===== src/core/adcs_pkg.sv =====
// constants shared by the serial configuration port of the converter
// assumes a 20 MHz core clock that oversamples the host's pins
package adcs_pkg;
	localparam int unsigned RESULT_W       = 18;
	localparam int unsigned STATUS_W       = 6;
	localparam int unsigned FRAME_W        = 24;
	localparam int unsigned BYTE_W         = 8;
	localparam logic [4:0]  RESULT_BITS    = 5'h12;
	localparam logic [4:0]  FRAME_BITS     = 5'h18;
	localparam logic [4:0]  READ_BITS      = 5'h09;
	localparam logic [3:0]  CMD_LAST       = 4'h7;
	localparam logic [3:0]  DATA_LAST      = 4'h7;
	localparam logic [1:0]  PWRUP_WAIT     = 2'h3;
	// the only register, at address 0x0
	localparam logic [1:0]  CFG_OFFSET     = 2'h0;
	localparam logic [7:0]  CFG_RESET      = 8'hE1;
	localparam int unsigned CFG_STATUS_EN  = 4;
	localparam int unsigned CFG_SPAN       = 3;
	localparam int unsigned CFG_KICKBACK   = 2;
	localparam int unsigned CFG_EARLY      = 1;
	localparam int unsigned CFG_CLAMP      = 0;
	localparam logic [7:0]  CMD_WRITE      = 8'h14;
	localparam logic [7:0]  CMD_READ       = 8'h54;
	localparam logic [1:0]  STATUS_RSVD    = 2'h0;
	typedef enum logic [1:0] {RX_HUNT, RX_CMD, RX_DATA} adcs_rx_t;
endpackage


===== src/core/adcs_buf.sv =====
// two-entry valid/ready buffer between the converter core and the shifter
// assumes both sides on the same clock
module adcs_buf #(
	parameter int unsigned W = 18
) (
	input  wire logic         clk,
	input  wire logic         nrst,
	input  wire logic         in_valid,
	output logic              in_ready,
	input  wire logic [W-1:0] in_data,
	output logic              out_valid,
	input  wire logic         out_ready,
	output logic      [W-1:0] out_data
);
	logic [W-1:0] mem_r [2];
	logic         wr_ptr_r;
	logic         rd_ptr_r;
	logic [1:0]   count_r;
	logic [1:0]   count_nxt;
	logic         push;
	logic         pop;

	assign push      = in_valid && in_ready;
	assign pop       = out_valid && out_ready;
	assign out_valid = (count_r != 2'h0);
	assign out_data  = mem_r[rd_ptr_r];

	always_comb begin
		count_nxt = count_r;
		if (push && !pop)
			count_nxt = count_r + 2'h1;
		else if (pop && !push)
			count_nxt = count_r - 2'h1;
	end

	always_ff @(posedge clk) begin
		if (push)
			mem_r[wr_ptr_r] <= in_data;
	end

	// ready is registered so the source sees it straight from a flop
	always_ff @(posedge clk or negedge nrst) begin
		if (!nrst) begin
			wr_ptr_r <= 1'b0;
			rd_ptr_r <= 1'b0;
			count_r  <= 2'h0;
			in_ready <= 1'b1;
		end else begin
			if (push)
				wr_ptr_r <= ~wr_ptr_r;
			if (pop)
				rd_ptr_r <= ~rd_ptr_r;
			count_r  <= count_nxt;
			in_ready <= (count_nxt != 2'h2);
		end
	end
endmodule


===== src/core/adcs_port.sv =====
// serial interface and configuration register of the 18-bit converter
// assumes pins asynchronous to CLK; SCK is oversampled, never used as a clock
// assumes the converter core hands results over a valid/ready stream

// Summary of operation
// - conversion-start rise samples serial input: high selects chip-select, low daisy-chain
// - four-wire: conversion-start launches, serial input low frames the readback
// - daisy-chain passes serial input on to serial output like a shift register
// - busy indicator puts a start bit before the result bits
// - chip-select: busy indicator on if either pin low when conversion ends
// - after power-up output low unless both pins high, then high impedance
// - early-readout bit set disables busy indicator in three- and four-wire
// - status-enable appends status bits right after last result bit
// - register access: 16-bit frame, command byte then data, conversion-start low
// - receiver skips ones until first zero, which is the first of eight command bits
// - command bit 7 write gate, bit 6 read/write, rest 010100
// - access only with conversion-start low; sample on SCK rise, drive on fall
// - conversion-start rise ends transfer: high impedance, or low in daisy-chain
// - register write takes effect even during a conversion
// - lowest written bit of configuration is reserved and ignored
// - configuration at 0x0, fields 4..0, resets to 0xE1
// - clamp flag read-only, active low, sticky, cleared by read once clear
// - six status bits: clamp, span, kickback, early readout, two reserved
// - output released after sixth status bit outside daisy-chain
// - three-wire: most significant bit appears when conversion-start falls
// - bits shift on SCK falls; release on the fall after the last result or status bit, or conversion-start rise
// - early readout: previous result loaded at conversion-start rise, readable once the conversion ends
module adcs_port (
	input  wire logic                          CLK,
	input  wire logic                          NRST,
	input  wire logic                          CONVERSION_START_PIN,
	input  wire logic                          SERIAL_INPUT_PIN,
	input  wire logic                          SCK,
	output logic                               SERIAL_OUTPUT_PIN_O,
	output logic                               SERIAL_OUTPUT_PIN_OE,
	input  wire logic [adcs_pkg::RESULT_W-1:0] RESULT_DATA,
	input  wire logic                          RESULT_VALID,
	output logic                               RESULT_READY,
	input  wire logic                          CLAMP_ACTIVE,
	output logic                               CONV_START,
	output logic                               SPAN_COMPRESS,
	output logic                               LOW_KICKBACK,
	output logic                               EARLY_READOUT
);
	logic [3:0]                        pins_s;
	logic                              cnv_s;
	logic                              sdi_s;
	logic                              sck_s;
	logic                              clamp_s;
	logic                              cnv_d_r;
	logic                              sck_d_r;
	logic                              sel_d_r;
	logic                              cnv_rise;
	logic                              sck_rise;
	logic                              sck_fall;
	logic                              sel;
	logic                              sel_fall;
	logic                              sel_rise;
	logic                              edges_on;
	logic                              daisy_r;
	logic                              conv_r;
	logic                              status_en_r;
	logic                              clamp_flag_r;
	logic                              clamp_conv_r;
	logic [adcs_pkg::RESULT_W-1:0]     last_r;
	logic                              buf_valid;
	logic [adcs_pkg::RESULT_W-1:0]     buf_data;
	logic                              res_take;
	logic [adcs_pkg::STATUS_W-1:0]     status;
	logic [adcs_pkg::STATUS_W-1:0]     status_now;
	logic [adcs_pkg::FRAME_W-1:0]      frame_new;
	logic [adcs_pkg::FRAME_W-1:0]      frame_old;
	logic [adcs_pkg::FRAME_W-1:0]      chain_sr;
	logic [4:0]                        nbits;
	logic [adcs_pkg::BYTE_W-1:0]       cfg_word;
	adcs_pkg::adcs_rx_t                rx_state_r;
	logic [3:0]                        rx_cnt_r;
	logic [adcs_pkg::BYTE_W-1:0]       cmd_r;
	logic [adcs_pkg::BYTE_W-1:0]       cmd_nxt;
	logic [adcs_pkg::BYTE_W-1:0]       dat_r;
	logic [adcs_pkg::BYTE_W-1:0]       dat_nxt;
	logic                              rd_load_r;
	logic                              wr_load_r;
	logic                              chain_bit_r;
	logic [adcs_pkg::FRAME_W-1:0]      out_sr_r;
	logic [4:0]                        out_left_r;
	logic                              start_bit_r;
	logic                              armed_r;
	logic                              pwrup_r;
	logic [1:0]                        pwrup_cnt_r;

	adcs_sync #(
		.W (4)
	) u_sync (
		.clk      (CLK),
		.nrst     (NRST),
		.async_in ({CLAMP_ACTIVE, SCK, SERIAL_INPUT_PIN, CONVERSION_START_PIN}),
		.sync_out (pins_s)
	);

	assign cnv_s   = pins_s[0];
	assign sdi_s   = pins_s[1];
	assign sck_s   = pins_s[2];
	assign clamp_s = pins_s[3];

	// the core may stall on a full buffer, so no result is dropped
	adcs_buf #(
		.W (adcs_pkg::RESULT_W)
	) u_buf (
		.clk       (CLK),
		.nrst      (NRST),
		.in_valid  (RESULT_VALID),
		.in_ready  (RESULT_READY),
		.in_data   (RESULT_DATA),
		.out_valid (buf_valid),
		.out_ready (conv_r),
		.out_data  (buf_data)
	);

	// edges seen on the sampled pins
	// edges count only once the synchronisers hold real pin levels,
	// so a pin already high at reset release starts no conversion
	assign edges_on = !pwrup_r;
	assign cnv_rise = cnv_s && !cnv_d_r && edges_on;
	assign sck_rise = sck_s && !sck_d_r && edges_on;
	assign sck_fall = !sck_s && sck_d_r && edges_on;
	// three-wire: conversion-start low selects; four-wire: serial input low does
	assign sel      = !(cnv_s && sdi_s);
	assign sel_fall = sel && !sel_d_r;
	assign sel_rise = !sel && sel_d_r;
	assign res_take = buf_valid && conv_r;

	assign status    = {clamp_conv_r, SPAN_COMPRESS, LOW_KICKBACK, EARLY_READOUT, adcs_pkg::STATUS_RSVD};
	// clamp level taken with the result, so the word reports this conversion
	assign status_now = {!clamp_s, status[adcs_pkg::STATUS_W-2:0]};
	assign frame_new = {buf_data, status_now};
	assign frame_old = {last_r, status};
	assign nbits     = status_en_r ? adcs_pkg::FRAME_BITS : adcs_pkg::RESULT_BITS;
	assign cfg_word  = {3'h7, status_en_r, SPAN_COMPRESS, LOW_KICKBACK, EARLY_READOUT, clamp_flag_r};
	assign cmd_nxt   = {cmd_r[adcs_pkg::BYTE_W-2:0], sdi_s};
	assign dat_nxt   = {dat_r[adcs_pkg::BYTE_W-2:0], sdi_s};

	// without status the chained bits must follow the last result bit
	always_comb begin
		chain_sr = {out_sr_r[adcs_pkg::FRAME_W-2:0], chain_bit_r};
		if (!status_en_r)
			chain_sr[adcs_pkg::STATUS_W] = chain_bit_r;
	end

	always_ff @(posedge CLK or negedge NRST) begin
		if (!NRST) begin
			cnv_d_r <= 1'b0;
			sck_d_r <= 1'b0;
			sel_d_r <= 1'b1;
		end else begin
			cnv_d_r <= cnv_s;
			sck_d_r <= sck_s;
			sel_d_r <= sel;
		end
	end

	// mode chosen by the serial input level at each conversion-start rise
	always_ff @(posedge CLK or negedge NRST) begin
		if (!NRST)
			daisy_r <= 1'b0;
		else if (cnv_rise)
			daisy_r <= !sdi_s;
	end

	// conversion runs from the start edge until the core hands its result back
	always_ff @(posedge CLK or negedge NRST) begin
		if (!NRST) begin
			conv_r       <= 1'b0;
			CONV_START   <= 1'b0;
			last_r       <= '0;
			clamp_conv_r <= 1'b1;
		end else begin
			CONV_START <= cnv_rise && !conv_r;
			if (cnv_rise)
				conv_r <= 1'b1;
			else if (res_take)
				conv_r <= 1'b0;
			if (res_take) begin
				last_r       <= buf_data;
				clamp_conv_r <= !clamp_s;
			end
		end
	end

	// command receiver; restarts whenever conversion-start is high
	always_ff @(posedge CLK or negedge NRST) begin
		if (!NRST) begin
			rx_state_r <= adcs_pkg::RX_HUNT;
			rx_cnt_r   <= 4'h0;
			cmd_r      <= '0;
			dat_r      <= '0;
			rd_load_r  <= 1'b0;
			wr_load_r  <= 1'b0;
		end else begin
			rd_load_r <= 1'b0;
			wr_load_r <= 1'b0;
			if (cnv_s) begin
				rx_state_r <= adcs_pkg::RX_HUNT;
				rx_cnt_r   <= 4'h0;
			end else if (sck_rise) begin
				unique case (rx_state_r)
					adcs_pkg::RX_HUNT: begin
						if (!sdi_s) begin
							cmd_r      <= cmd_nxt;
							rx_cnt_r   <= 4'h1;
							rx_state_r <= adcs_pkg::RX_CMD;
						end
					end
					adcs_pkg::RX_CMD: begin
						cmd_r    <= cmd_nxt;
						rx_cnt_r <= rx_cnt_r + 4'h1;
						if (rx_cnt_r == adcs_pkg::CMD_LAST) begin
							rx_cnt_r   <= 4'h0;
							rx_state_r <= adcs_pkg::RX_DATA;
							rd_load_r  <= (cmd_nxt == adcs_pkg::CMD_READ) && !daisy_r;
						end
					end
					adcs_pkg::RX_DATA: begin
						dat_r    <= dat_nxt;
						rx_cnt_r <= rx_cnt_r + 4'h1;
						if (rx_cnt_r == adcs_pkg::DATA_LAST) begin
							rx_cnt_r   <= 4'h0;
							rx_state_r <= adcs_pkg::RX_HUNT;
							wr_load_r  <= (cmd_r == adcs_pkg::CMD_WRITE);
						end
					end
				endcase
			end
		end
	end

	// writes land whether or not a conversion is running
	always_ff @(posedge CLK or negedge NRST) begin
		if (!NRST) begin
			status_en_r   <= adcs_pkg::CFG_RESET[adcs_pkg::CFG_STATUS_EN];
			SPAN_COMPRESS <= adcs_pkg::CFG_RESET[adcs_pkg::CFG_SPAN];
			LOW_KICKBACK  <= adcs_pkg::CFG_RESET[adcs_pkg::CFG_KICKBACK];
			EARLY_READOUT <= adcs_pkg::CFG_RESET[adcs_pkg::CFG_EARLY];
		end else if (wr_load_r) begin
			status_en_r   <= dat_r[adcs_pkg::CFG_STATUS_EN];
			SPAN_COMPRESS <= dat_r[adcs_pkg::CFG_SPAN];
			LOW_KICKBACK  <= dat_r[adcs_pkg::CFG_KICKBACK];
			EARLY_READOUT <= dat_r[adcs_pkg::CFG_EARLY];
		end
	end

	// overvoltage wins over the read that would clear it
	always_ff @(posedge CLK or negedge NRST) begin
		if (!NRST)
			clamp_flag_r <= adcs_pkg::CFG_RESET[adcs_pkg::CFG_CLAMP];
		else if (clamp_s)
			clamp_flag_r <= 1'b0;
		else if (rd_load_r)
			clamp_flag_r <= 1'b1;
	end

	// daisy-chain input captured on the host's sampling edge
	always_ff @(posedge CLK or negedge NRST) begin
		if (!NRST)
			chain_bit_r <= 1'b0;
		else if (sck_rise)
			chain_bit_r <= sdi_s;
	end

	// output pin; strobes on the same cycle resolve top to bottom
	always_ff @(posedge CLK or negedge NRST) begin
		if (!NRST) begin
			SERIAL_OUTPUT_PIN_O  <= 1'b0;
			SERIAL_OUTPUT_PIN_OE <= 1'b1;
			out_sr_r             <= '0;
			out_left_r           <= 5'h0;
			start_bit_r          <= 1'b0;
			armed_r              <= 1'b0;
			pwrup_r              <= 1'b1;
			pwrup_cnt_r          <= 2'h0;
		end else if (pwrup_r) begin
			// wait for the synchronisers to hold real pin levels
			pwrup_cnt_r <= pwrup_cnt_r + 2'h1;
			if (pwrup_cnt_r == adcs_pkg::PWRUP_WAIT) begin
				pwrup_r              <= 1'b0;
				SERIAL_OUTPUT_PIN_OE <= !(cnv_s && sdi_s);
			end
		end else if (cnv_rise) begin
			start_bit_r          <= 1'b0;
			out_left_r           <= 5'h0;
			SERIAL_OUTPUT_PIN_O  <= 1'b0;
			SERIAL_OUTPUT_PIN_OE <= !sdi_s;
			armed_r              <= EARLY_READOUT && sdi_s;
			if (EARLY_READOUT)
				out_sr_r <= frame_old;
		end else if (res_take) begin
			if (!EARLY_READOUT)
				out_sr_r <= frame_new;
			if (daisy_r) begin
				SERIAL_OUTPUT_PIN_O <= buf_data[adcs_pkg::RESULT_W-1];
			end else if (!EARLY_READOUT && sel) begin
				SERIAL_OUTPUT_PIN_OE <= 1'b1;
				SERIAL_OUTPUT_PIN_O  <= 1'b0;
				start_bit_r          <= 1'b1;
			end else if (!EARLY_READOUT) begin
				armed_r <= 1'b1;
			end
		end else if (rd_load_r) begin
			// MSB repeated so the falling edge ending the command keeps it on the pin
			out_sr_r             <= {cfg_word[adcs_pkg::BYTE_W-1], cfg_word, 15'h0000};
			out_left_r           <= adcs_pkg::READ_BITS;
			SERIAL_OUTPUT_PIN_O  <= cfg_word[adcs_pkg::BYTE_W-1];
			SERIAL_OUTPUT_PIN_OE <= 1'b1;
		end else if (sel_fall && armed_r && !daisy_r && !conv_r) begin
			armed_r              <= 1'b0;
			SERIAL_OUTPUT_PIN_OE <= 1'b1;
			SERIAL_OUTPUT_PIN_O  <= out_sr_r[adcs_pkg::FRAME_W-1];
			out_left_r           <= nbits;
		end else if (sel_rise && !daisy_r) begin
			SERIAL_OUTPUT_PIN_OE <= 1'b0;
			out_left_r           <= 5'h0;
			start_bit_r          <= 1'b0;
		end else if (sck_fall) begin
			if (daisy_r) begin
				out_sr_r            <= chain_sr;
				SERIAL_OUTPUT_PIN_O <= out_sr_r[adcs_pkg::FRAME_W-2];
			end else if (start_bit_r) begin
				start_bit_r         <= 1'b0;
				SERIAL_OUTPUT_PIN_O <= out_sr_r[adcs_pkg::FRAME_W-1];
				out_left_r          <= nbits;
			end else if (out_left_r > 5'h1) begin
				out_sr_r            <= {out_sr_r[adcs_pkg::FRAME_W-2:0], 1'b0};
				SERIAL_OUTPUT_PIN_O <= out_sr_r[adcs_pkg::FRAME_W-2];
				out_left_r          <= out_left_r - 5'h1;
			end else if (out_left_r == 5'h1) begin
				SERIAL_OUTPUT_PIN_OE <= 1'b0;
				out_left_r           <= 5'h0;
			end
		end
	end
endmodule


===== src/core/adcs_sync.sv =====
// two-stage synchroniser for a group of asynchronous pin levels
// assumes each bit is a level that may change at any time
module adcs_sync #(
	parameter int unsigned W = 3
) (
	input  wire logic         clk,
	input  wire logic         nrst,
	input  wire logic [W-1:0] async_in,
	output logic      [W-1:0] sync_out
);
	logic [W-1:0] meta_r;

	// first stage feeds only the second stage
	always_ff @(posedge clk or negedge nrst) begin
		if (!nrst) begin
			meta_r   <= '0;
			sync_out <= '0;
		end else begin
			meta_r   <= async_in;
			sync_out <= meta_r;
		end
	end
endmodule


===== config.mk =====
export PLATFORM = sky130hd
export DESIGN_NAME = adcs_port
export DESIGN_NICKNAME = d
export VERILOG_FILES = /design/src/core/adcs_pkg.sv /design/src/core/adcs_buf.sv /design/src/core/adcs_port.sv /design/src/core/adcs_sync.sv
export SDC_FILE = /design/constraint.sdc
export NUM_CORES = 1
export LEC_CHECK = 0
export ABC_CLOCK_PERIOD_IN_PS = 7210
export CORE_ASPECT_RATIO = 1.5
export CORE_MARGIN = 2
export CORE_UTILIZATION = 30
export CTS_BUF_LIST = sky130_fd_sc_hd__clkbuf_2
export DETAILED_ROUTE_END_ITERATION = 10
export DONT_BUFFER_PORTS = 1
export PLACE_DENSITY = 0.47
export SLEW_MARGIN = 20
export SYNTH_ARGS = -nofsm -noshare
export SYNTH_HDL_FRONTEND = slang
export SYNTH_SLANG_ARGS = --single-unit
export TNS_END_PERCENT = 5

===== constraint.sdc =====
create_clock -name CLK -period 7.21 [get_ports CLK]
set_input_delay 1.0815 -clock CLK [delete_from_list [all_inputs] [get_ports CLK]]
set_output_delay 1.0815 -clock CLK [all_outputs]
set_load 0.005 [all_outputs]

# --- Word-level counts from Yosys, hierarchy flattened ---
# Memory sizes are Yosys's and may differ from the RTL's.
# Index checks and enable logic that the tools add are counted.
word_totals:
  mem_bits_rw: 36
  reg_bits: 101
  rom_bits: 0
  n_memories: 1
  latch_bits: 0
memory_table:
  columns: ["name", "words", "width", "rd", "rd_ports_with_merged_regs", "wr", "line", "rtl"]
  rows:
  - ["u_buf.mem_r", 2, 18, 1, 0, 1, "adcs_buf.sv:15", "logic [W-1:0] mem_r [2];"]
op_classes:
  div_mod_pow: 0
  n_mux: 93
  n_addsub: 5
  eq_ne: 32
  n_mul: 0
  bitwise: 4
  n_reduce_logical: 61
  magnitude_cmp: 1
  shifts: 0
op_table:
  columns: ["op", "n"]
  rows:
  - ["$mux 24", 11]
  - ["$mux 1", 56]
  - ["$mux 5", 10]
  - ["$reduce_bool 7->1", 4]
  - ["$logic_and 1x1->1", 21]
  - ["$mux 4", 5]
  - ["$pmux 8 s2", 1]
  - ["$reduce_and 8->1", 2]
  - ["$ne 3x3->1 const B", 5]
  - ["$reduce_bool 5->1", 3]
  - ["$mux 2", 7]
  - ["$logic_not 1->1", 13]
  - ["$ne 3x2->1 const B", 4]
  - ["$ne 4x4->1 const B", 3]
  - ["$ne 5x4->1 const B", 2]
  - ["$reduce_and 5->1", 2]
  - ["$reduce_bool 2->1", 5]
  - ["$eq 8x5->1 const B", 1]
  - ["$eq 8x7->1 const B", 1]
  - ["$mux 8", 1]
  - ["$ne 2x2->1 const B", 4]
  - ["$ne 4x3->1 const B", 2]
  - ["$pmux 4 s2", 1]
  - ["$reduce_and 4->1", 2]
  - ["other kinds (24)", 30]

# --- Depth between registers and ports, before layout ---
# Gate-level depths: netlist (run 1).
depth:
  word_depth: 12
  mapped_depth: 9

# --- Hierarchy ---
# From an unflattened synthesis (run 1), not the netlist that was laid out.
hier_totals:
  hier_cells: 538
  hier_area_um2: 6313.6
by_module_without_submodules:
  columns: ["mod", "n_inst", "seq_area_each_um2", "area_each_um2", "cells_per_inst"]
  rows:
  - ["adcs_port", 1, 2208.4, 4555.6, 451]
  - ["adcs_buf", 1, 1207.4, 1557.7, 79]
  - ["adcs_sync", 1, 200.2, 200.2, 8]

# --- Least setup slack after synthesis (run 1) ---
# OpenSTA, ideal clock, no wires.
synth_timing:
  path_kind: "input port to flip-flop"
  from: "input RESULT_VALID"
  to: "memory u_buf.mem_r[0][0], enable pin"
  arrival_time_ps: 2001
  n_path_buf: 0
  setup_ps: 393
  t_required_ps: 6817
  cell_stages: 2
  slack_ps: 4816
  path_cell_list: "nand2_1 nor2_1"
synth_via:
  elab_chain_cells: 3
synth_lines:
  columns: ["element", "line", "rtl"]
  rows:
  - ["start: declaration", "adcs_port.sv:37", "input wire logic RESULT_VALID,"]
  - ["$logic_and 1x1->1", "adcs_buf.sv:23", "assign push = in_valid && in_ready;"]
  - ["$mux 1", "adcs_buf.sv:37", "if (push)"]
  - ["$mux 1 (not written as such)", "adcs_buf.sv:38", "mem_r[wr_ptr_r] <= in_data;"]
  - ["end: declaration", "adcs_buf.sv:15", null]
# No other way between the ends.

# --- Worst setup path after layout (run 1) ---
layout_timing:
  from: "register u_sync.sync_out[0]"
  to: "register out_sr_r[23] (netlist name)"
layout_via:
  elab_chain_cells: 8
  word_cells_on_any_way: 19
  cone_classes: "5 x eq/ne; 1 x mux; 13 x reduce/logical"
layout_lines:
  columns: ["element", "line", "rtl"]
  rows:
  - ["start: declaration", "adcs_sync.sv:9", "output logic [W-1:0] sync_out"]
  - ["start signal: assignment", "adcs_sync.sv:20", "sync_out <= meta_r;"]
  - ["$logic_and 1x1->1", "adcs_port.sv:128", "assign sel = !(cnv_s && sdi_s);"]
  - ["$logic_not 1->1", "adcs_port.sv:128", null]
  - ["$logic_and 1x1->1", "adcs_port.sv:129", "assign sel_fall = sel && !sel_d_r;"]
  - ["$logic_and 1x1->1 (3 in series)", "adcs_port.sv:314", "end else if (sel_fall && armed_r && !daisy_r && !conv_r) begin"]
  - ["$ne 4x3->1 (no source line)", null, null]
  - ["$reduce_and 8->1 (no source line)", null, null]
  - ["end signal: assignment", "adcs_port.sv:310", "out_sr_r <= {cfg_word[adcs_pkg::BYTE_W-1], cfg_word, 15'h0000};"]
  - ["end signal: assignment", "adcs_port.sv:325", "out_sr_r <= chain_sr;"]
  - ["end signal: assignment", "adcs_port.sv:332", "out_sr_r <= {out_sr_r[adcs_pkg::FRAME_W-2:0], 1'b0};"]
  - ["end: declaration", "adcs_port.sv:85", "logic [adcs_pkg::FRAME_W-1:0] out_sr_r;"]
# Parallel ways exist; a longest one is shown, timed or not.
# A chain may end at the register's enable or synchronous reset.

==> metrics.md, run 1 <==
| Metric | Value |
|---|---|
| Run status | `complete, no violations` |
| First-pass GRT wire length | `~23 mm` |
| Core Rows | `64` |
| Int Power | `~1.5 mW` |
| Port bufs | `0` |
| Final setup violation count | `0` |
| Worst-Margin Slew | `roughly 1.0 ns` |
| Area growth syn-to-layout | `8.255%` |
| TritonCTS clock tree | `yes` |
| Clock share of power | `a little under a fifth` |
| Area leader, netlist | `dfrtp_1` |
| Commonest non-fill, non-tap cell in the layout | `dfrtp_1` |
| Root Buffer Master | `clkbuf_2` |
| Die area | `0.02196 mm^2` |
| Slew headroom | `approximately a third` |
| Cell Chain, Critical Path | `nor3b_2 -> buf_4 -> nor3_1 -> a31o_1 -> buf_4 -> mux2_2` |
| R2R setup slack | `a little over 4 ns` |
| Period Utilization, post-route | `between 40 and 50%` |
| Most frequent cells in the layout | `dfrtp_1, nand2_1, nor2_1` |
| GR Overflow Total | `0` |
| Syn_area_per_cell | `approximately 12 um^2` |
| Clock Path Buffers | `2` |
| Worst Path Max Fanout | `36` |
| Max-cap violations | `0` |
| Startpoint Class | `flip-flop` |
| H-tree levels | `4` |
| WL/cell | `17.33 um` |
| CP max stage delay | `0.77 ns` |
| Pleak | `2.822 nW` |
| Clk slew on worst S/H paths | `0.23 ns` |
| Post-synth EDFFs | `36` |
| Final Util | `roughly 33%` |
| Final wirelength | `between 10 and 15 mm` |
| VDD IR-drop max | `approximately 150 uV` |
| Yosys warns | `0` |
| Switch share | `a little over a third` |
| Critical path depth in cells | `6` |
| Worst setup margin | `~4.1 ns` |
| Top FF cell, synth | `dfrtp_1` |
| Crit-path slowest cell | `nor3_1` |
| PwrDens | `344.0 mW/mm^2` |
| TritonCTS Buffers | `17` |
| Routed Antenna Nets | `0` |
| Max-slew violations | `0` |
| Worst Path Required | `between 7 and 8 ns` |
| Nets | `between 500 and 600` |
| Initial Utilization | `30.51%` |
| Worst setup EP type | `flip-flop` |
| Die Wd | `~120 um` |
| Gate power share | `between 30% and 40%` |
| CP dominant cell by count | `buf_4` |
| Flops & latches, synth | `137` |
| Initial antenna violation count | `1` |
| Unique masters post-synth | `just under 60` |
| RSZ-0062 raised after global routing | `no` |
| Sequential Power Share | `between 50 and 60%` |
| Worst min path class | `primary input to async pin` |
| Largest net degree at the start of global routing | `96` |
| Die height | `~180 um` |
| Gate Count Post-Synth | `521` |
| FF-to-FF path depth | `6` |
| Core footprint | `between 0.02 and 0.025 mm^2` |
| Post-CTS Setup Inserts | `0` |
| All-Layer GR Usage | `a little over an eighth` |
| Total number of vias | `slightly above 4,000` |
| Kind of critical path | `flip-flop to flip-flop` |
| Setup Skew | `roughly 0.04 ns` |
| Crit path DAT | `between 3 and 4 ns` |
| Clock Latency Late Sink | `0.72 ns` |
| Post-synth ARST share | `between 70% and 80%` |
| Vias in the first global route | `about 4,300` |
| Post-Syn Area | `between 0.006 and 0.007 mm^2` |
| Remaining DRCs | `0` |
| Pre-CTS WS | `~4.2 ns` |
| Final min period | `roughly 3.1 ns` |
| P_sw | `between 800 and 900 uW` |
| DPL Wire Length | `about 9.3 mm` |
| Final Hold Viols | `0` |
| Sink Count | `between 100 and 150` |
| Layout cells sized above 1 | `around a fifth` |
| Routed vias/inst | `between 5 and 6` |
| Buffers & Inverters on Critical Path | `2` |
| Overall Power | `2.320 mW` |
| Largest delay share family, worst path | `simple AND/OR/NAND/NOR gates` |
| Drt pass-1 iters | `5` |
| Post-synthesis sequential area ratio | `approximately 58%` |
| Post-synth top area share | `approximately two fifths` |
| I/O pin count | `32` |
| Placer congestion estimate | `between 0.8 and 0.9` |
| Fmax | `325.9 MHz` |
| Initial DRC count | `223` |
| Synth area leaders | `dfrtp_1, edfxtp_1, mux2_2` |
| Syn_nets | `554` |
| Setup TNS | `0 ns` |
worst register-to-register path, cell delays in order, from the launching register on:
cell	delay, ns
dfrtp_1	0.62
nor3b_2	0.26
buf_4	0.25
nor3_1	0.79
a31o_1	0.24
buf_4	0.39
mux2_2	0.40
worst paths after layout:
kind	startpoint	to
max	u_sync.sync_out[0]	out_sr_r[23]
min	NRST	clamp_conv_r
max reg2reg	u_sync.sync_out[0]	out_sr_r[23]
min reg2reg	u_sync.meta_r[1]	u_sync.sync_out[1]
max in group asynchronous	NRST	last_r[0]
min in group CLK	CLAMP_ACTIVE	u_sync.meta_r[3]
registers in the layout, indices dropped and copies added, names as in the netlist, 2 cells and up:
signal and count:
u_buf.mem_r 36, out_sr_r 24, last_r 18, cmd_r 8, dat_r 5, out_left_r 5
rx_cnt_r 4, u_sync.meta_r 4, u_sync.sync_out 4, pwrup_cnt_r 2, rx_state_r 2, u_buf.count_r 2
cell type report:
type / count / area (um^2)
antenna: 2 / 5.005
sequential: 137 / 3616
clock inverter: 15 / 138.9
clock buffer: 17 / 85.08
multi-input combinational: 350 / 2470
timing repair buffer: 6 / 65.06
inverter: 9 / 33.78
tap: 264 / 330.3
fill: 2085 / 13680
cell usage after synthesis (9+ instances only):
cell type	count
a21o_1	12
a21oi_1	28
a31oi_1	12
clkbuf_1	19
dfrtp_1	95
edfxtp_1	36
inv_1	9
mux2_2	31
mux2_4	20
mux2i_1	19
nand2_1	52
nor2_1	39
o21a_1	9
o21ai_0	33
logic make-up after synthesis:
logic type	Yosys count	share of synthesized area (%)
AOI/OAI and AO/OA	128	13.10
xor gates and xnor gates	5	0.7029
adders and majority gates	8	1.607
buffers and inverters	34	2.430
DFF	137	58.04
muxes	70	13.48
and+or+nand+nor	139	10.65
what timing repair did:
| action | CTS | global route |
|---|---|---|
| hold buffers | 1 | 0 |
| gates resized for setup | 0 | 0 |
| endpoints found under the hold margin | 95 | 0 |
stage by stage:
step	cell area, um^2	instances	hold slack, ns
finish	6744	800	0.1741
global route	6744	800	0.06803
CTS	6739	798	0.08042
detailed placement	6487	765	0.3358
global placement	6487	765	0.3343
floorplan	6230	521	0.3312
routing by layer:
layer	wire, um	track usage (%)	vias to the layer above
met3	442	3.576	24
met4	356	5.839	0
met5	0	0	-
met1	5640	14.94	2046
li1	-	-	1901
met2	7423	23.96	84
power by group through the flow:
stage | combinational (mW) | sequential, mW | clock [mW]
2_1_floorplan | 0.596 | 1.12 | 0
3_3_place_gp | 0.686 | 1.19 | 0
3_5_place_dp | 0.696 | 1.19 | 0
4_1_cts | 0.711 | 1.18 | 0.467
5_1_grt | 0.783 | 1.20 | 0.497
6_report | 0.703 | 1.17 | 0.443
No activity file was read; power rests on OpenSTA's default activity.
==> inputs of run 2 (changes only) <==
--- a/config.mk
+++ b/config.mk
@@ -5,14 +5,14 @@
 export SDC_FILE = /design/constraint.sdc
 export NUM_CORES = 1
 export LEC_CHECK = 0
-export ABC_CLOCK_PERIOD_IN_PS = 7210
+export ABC_CLOCK_PERIOD_IN_PS = 2600
 export CORE_ASPECT_RATIO = 1.5
 export CORE_MARGIN = 2
 export CORE_UTILIZATION = 30
 export CTS_BUF_LIST = sky130_fd_sc_hd__clkbuf_2
 export DETAILED_ROUTE_END_ITERATION = 10
 export DONT_BUFFER_PORTS = 1
-export PLACE_DENSITY = 0.47
+export PLACE_DENSITY = 0.48
 export SLEW_MARGIN = 20
 export SYNTH_ARGS = -nofsm -noshare
 export SYNTH_HDL_FRONTEND = slang
==> constraint.sdc (replaced) <==
create_clock -name CLK -period 2.6 [get_ports CLK]
set_input_delay 0.39 -clock CLK [delete_from_list [all_inputs] [get_ports CLK]]
set_output_delay 0.39 -clock CLK [all_outputs]
set_load 0.005 [all_outputs]
==> run 2 against run 1 <==
Setup slack got worse by 4.0 ns. Count of clock-buffer cells in the layout increased by 1. Sequential share of layout area decreased by 3.0 points. Largest power group unchanged.
==> metrics.md, run 2 (synthesis results as in run 1) <==
| Metric | Value |
|---|---|
| CP max stage delay | `0.48 ns (-0.29 ns)` |
| Final setup violation count | `0 (unchanged)` |
| Nets | `594 (+7.2%)` |
| First-pass GRT wire length | `22.20 mm (-2.3%)` |
| Biggest regs | `u_buf.mem_r (36), out_sr_r (24), last_r (18)` |
| Core footprint | `0.02042 mm^2 (unchanged)` |
| Total number of vias | `4,172 (+2.9%)` |
| Initial DRC count | `306 (+37%)` |
| Clock Path Buffers | `2 (unchanged)` |
| Pleak | `3.011 nW (+6.7%)` |
| Setup TNS | `0 ns (unchanged)` |
| Overall Power | `6.560 mW (+180%)` |
| Remaining DRCs | `0 (unchanged)` |
| Drt pass-1 iters | `4 (-1)` |
| Largest net degree at the start of global routing | `102 (+6.3%)` |
| Post-CTS Setup Inserts | `0 (unchanged)` |
| Placer congestion estimate | `0.8153 (-5.1%)` |
| Routed Antenna Nets | `0 (unchanged)` |
| Most frequent cells in the layout | `dfrtp_1, nand2_1, nor2_1` |
| Area growth syn-to-layout | `14.60%` |
| Worst-Margin Slew | `0.7010 ns (-0.2986 ns)` |
| Fmax | `410.6 MHz (+26%)` |
| Max-slew violations | `0 (unchanged)` |
| Clock Latency Late Sink | `0.73 ns (about the same)` |
| Slew headroom | `53.17% (+20 points)` |
| Final Hold Viols | `0 (unchanged)` |
| All-Layer GR Usage | `13.03% (-0.46 points)` |
| Period Utilization, post-route | `93.66% (+51 points)` |
| Die Wd | `121.7 um (unchanged)` |
| Startpoint Class | `flip-flop` |
| Run status | `complete, no violations` |
| Worst setup EP type | `flip-flop` |
| Pre-CTS WS | `0.2505 ns (-3.962 ns)` |
| H-tree levels | `4 (unchanged)` |
| Worst Path Max Fanout | `24 (-33%)` |
| PwrDens | `918.9 mW/mm^2 (+170%)` |
| Crit path DAT | `3.04 ns (-0.62 ns)` |
| Worst setup margin | `0.1648 ns (-3.976 ns)` |
| Root Buffer Master | `clkbuf_2` |
| RSZ-0062 raised after global routing | `no` |
| VDD IR-drop max | `417.7 uV (+180%)` |
| Initial Utilization | `30.51% (unchanged)` |
| DPL Wire Length | `9.021 mm (-2.7%)` |
| Core Rows | `64 (unchanged)` |
| Largest register FFs | `36 (unchanged)` |
| Kind of critical path | `flip-flop to flip-flop` |
| Commonest non-fill, non-tap cell in the layout | `dfrtp_1` |
| Clk slew on worst S/H paths | `0.21 ns (-0.02 ns)` |
| Cell Chain, Critical Path | `inv_1 -> ha_1 -> o21bai_1 -> nand2_1 -> or4b_1 -> a31o_1 -> buf_12 -> mux2_4` |
| Sink Count | `137 (unchanged)` |
| Layout cells sized above 1 | `20.03% (+1.3 points)` |
| Vias in the first global route | `4,304 (+0.73%)` |
| Port bufs | `0 (unchanged)` |
| Routed vias/inst | `4.973 (-1.9%)` |
| Worst Path Required | `3.20 ns (-4.60 ns)` |
| TritonCTS clock tree | `yes` |
| Setup Skew | `0.03698 ns (-0.002700 ns)` |
| Final min period | `2.435 ns (-0.6336 ns)` |
| WL/cell | `15.86 um (-8.5%)` |
| Top reg by flops | `u_buf.mem_r` |
| I/O pin count | `32 (unchanged)` |
| Die area | `0.02196 mm^2 (unchanged)` |
| Die height | `180.5 um (unchanged)` |
| GR Overflow Total | `0 (unchanged)` |
| Fill cells | `2,019 (-3.2%)` |
| R2R setup slack | `0.16 ns (-3.98 ns)` |
| Final wirelength | `13.30 mm (-4.0%)` |
| Initial antenna violation count | `1 (unchanged)` |
| Worst min path class | `primary input to flip-flop` |
| Max-cap violations | `0 (unchanged)` |
| TritonCTS Buffers | `17 (unchanged)` |
| Crit-path slowest cell | `dfrtp_1` |
==> run 2: cell type report <==
cell class / instances / area, um^2 / area share (%)
antenna: 1 / 2.502 / 0.03505
clock buffer: 18 / 90.09 / 1.262
clock inverter: 14 / 146.4 / 2.050
inverter: 9 / 33.78 / 0.4732
multi-input combinational: 350 / 2470 / 34.60
sequential: 137 / 3616 / 50.65
tap: 264 / 330.3 / 4.627
timing repair buffer: 46 / 450.4 / 6.309
==> run 2: worst max-delay path: cells and delay by family (launching register included) <==
family / cells / cell delay, ns
AO/OA/AOI/OAI: 2 / 0.44
flip-flops: 1 / 0.48
AND/OR/NAND/NOR: 2 / 0.57
multiplexers: 1 / 0.31
adder cells (fa/ha/maj): 1 / 0.23
buffers and inverters: 2 / 0.28
==> run 2: power breakdown <==
group          switching [mW]  internal [mW]
logic                    1.01           1.10
clock network           0.825          0.448
registers               0.357           2.82
total                    2.19           4.37
==> run 2: stage by stage <==
| step | utilization (%) | hold WS (ns) | instances | cell area [um^2] |
|---|---|---|---|---|
| after floorplan | - | 0.09441 | 521 | 6230 |
| after global placement | 32.48 | 0.1023 | 781 | 6633 |
| after detailed placement | 32.48 | 0.1010 | 781 | 6633 |
| after CTS | 34.95 | 0.1243 | 838 | 7137 |
| after global routing | 34.96 | 0.1153 | 839 | 7139 |
| final | 34.96 | 0.2025 | 839 | 7139 |
==> run 2: timing repair <==
item	CTS	global route
resized for setup	0	0
setup endpoints to repair	0	0
hold buffers	25	0
hold endpoints to repair	144	0
==> run 2: final timing paths <==
check / to / start / depth (start not counted)
worst max-delay path: out_sr_r[8] / out_left_r[1] / 8
worst min-delay path: u_buf.mem_r[1][17] / RESULT_VALID / 2
worst max register to register: out_sr_r[8] / out_left_r[1] / 8
worst min register to register: u_sync.sync_out[3] / u_sync.meta_r[3] / 0
max in group asynchronous: clamp_conv_r / NRST / 2
min in group asynchronous: pwrup_cnt_r[1] / NRST / 2
==> run 2: metal layers <==
layer  share of wire, %  up-vias  track usage, %
li1                   -     1986               -
met1                 41     2028           15.15
met2                 51      122           21.80
met3                4.1       36           3.323
met4                3.5        0           6.943
met5                  0        -               0
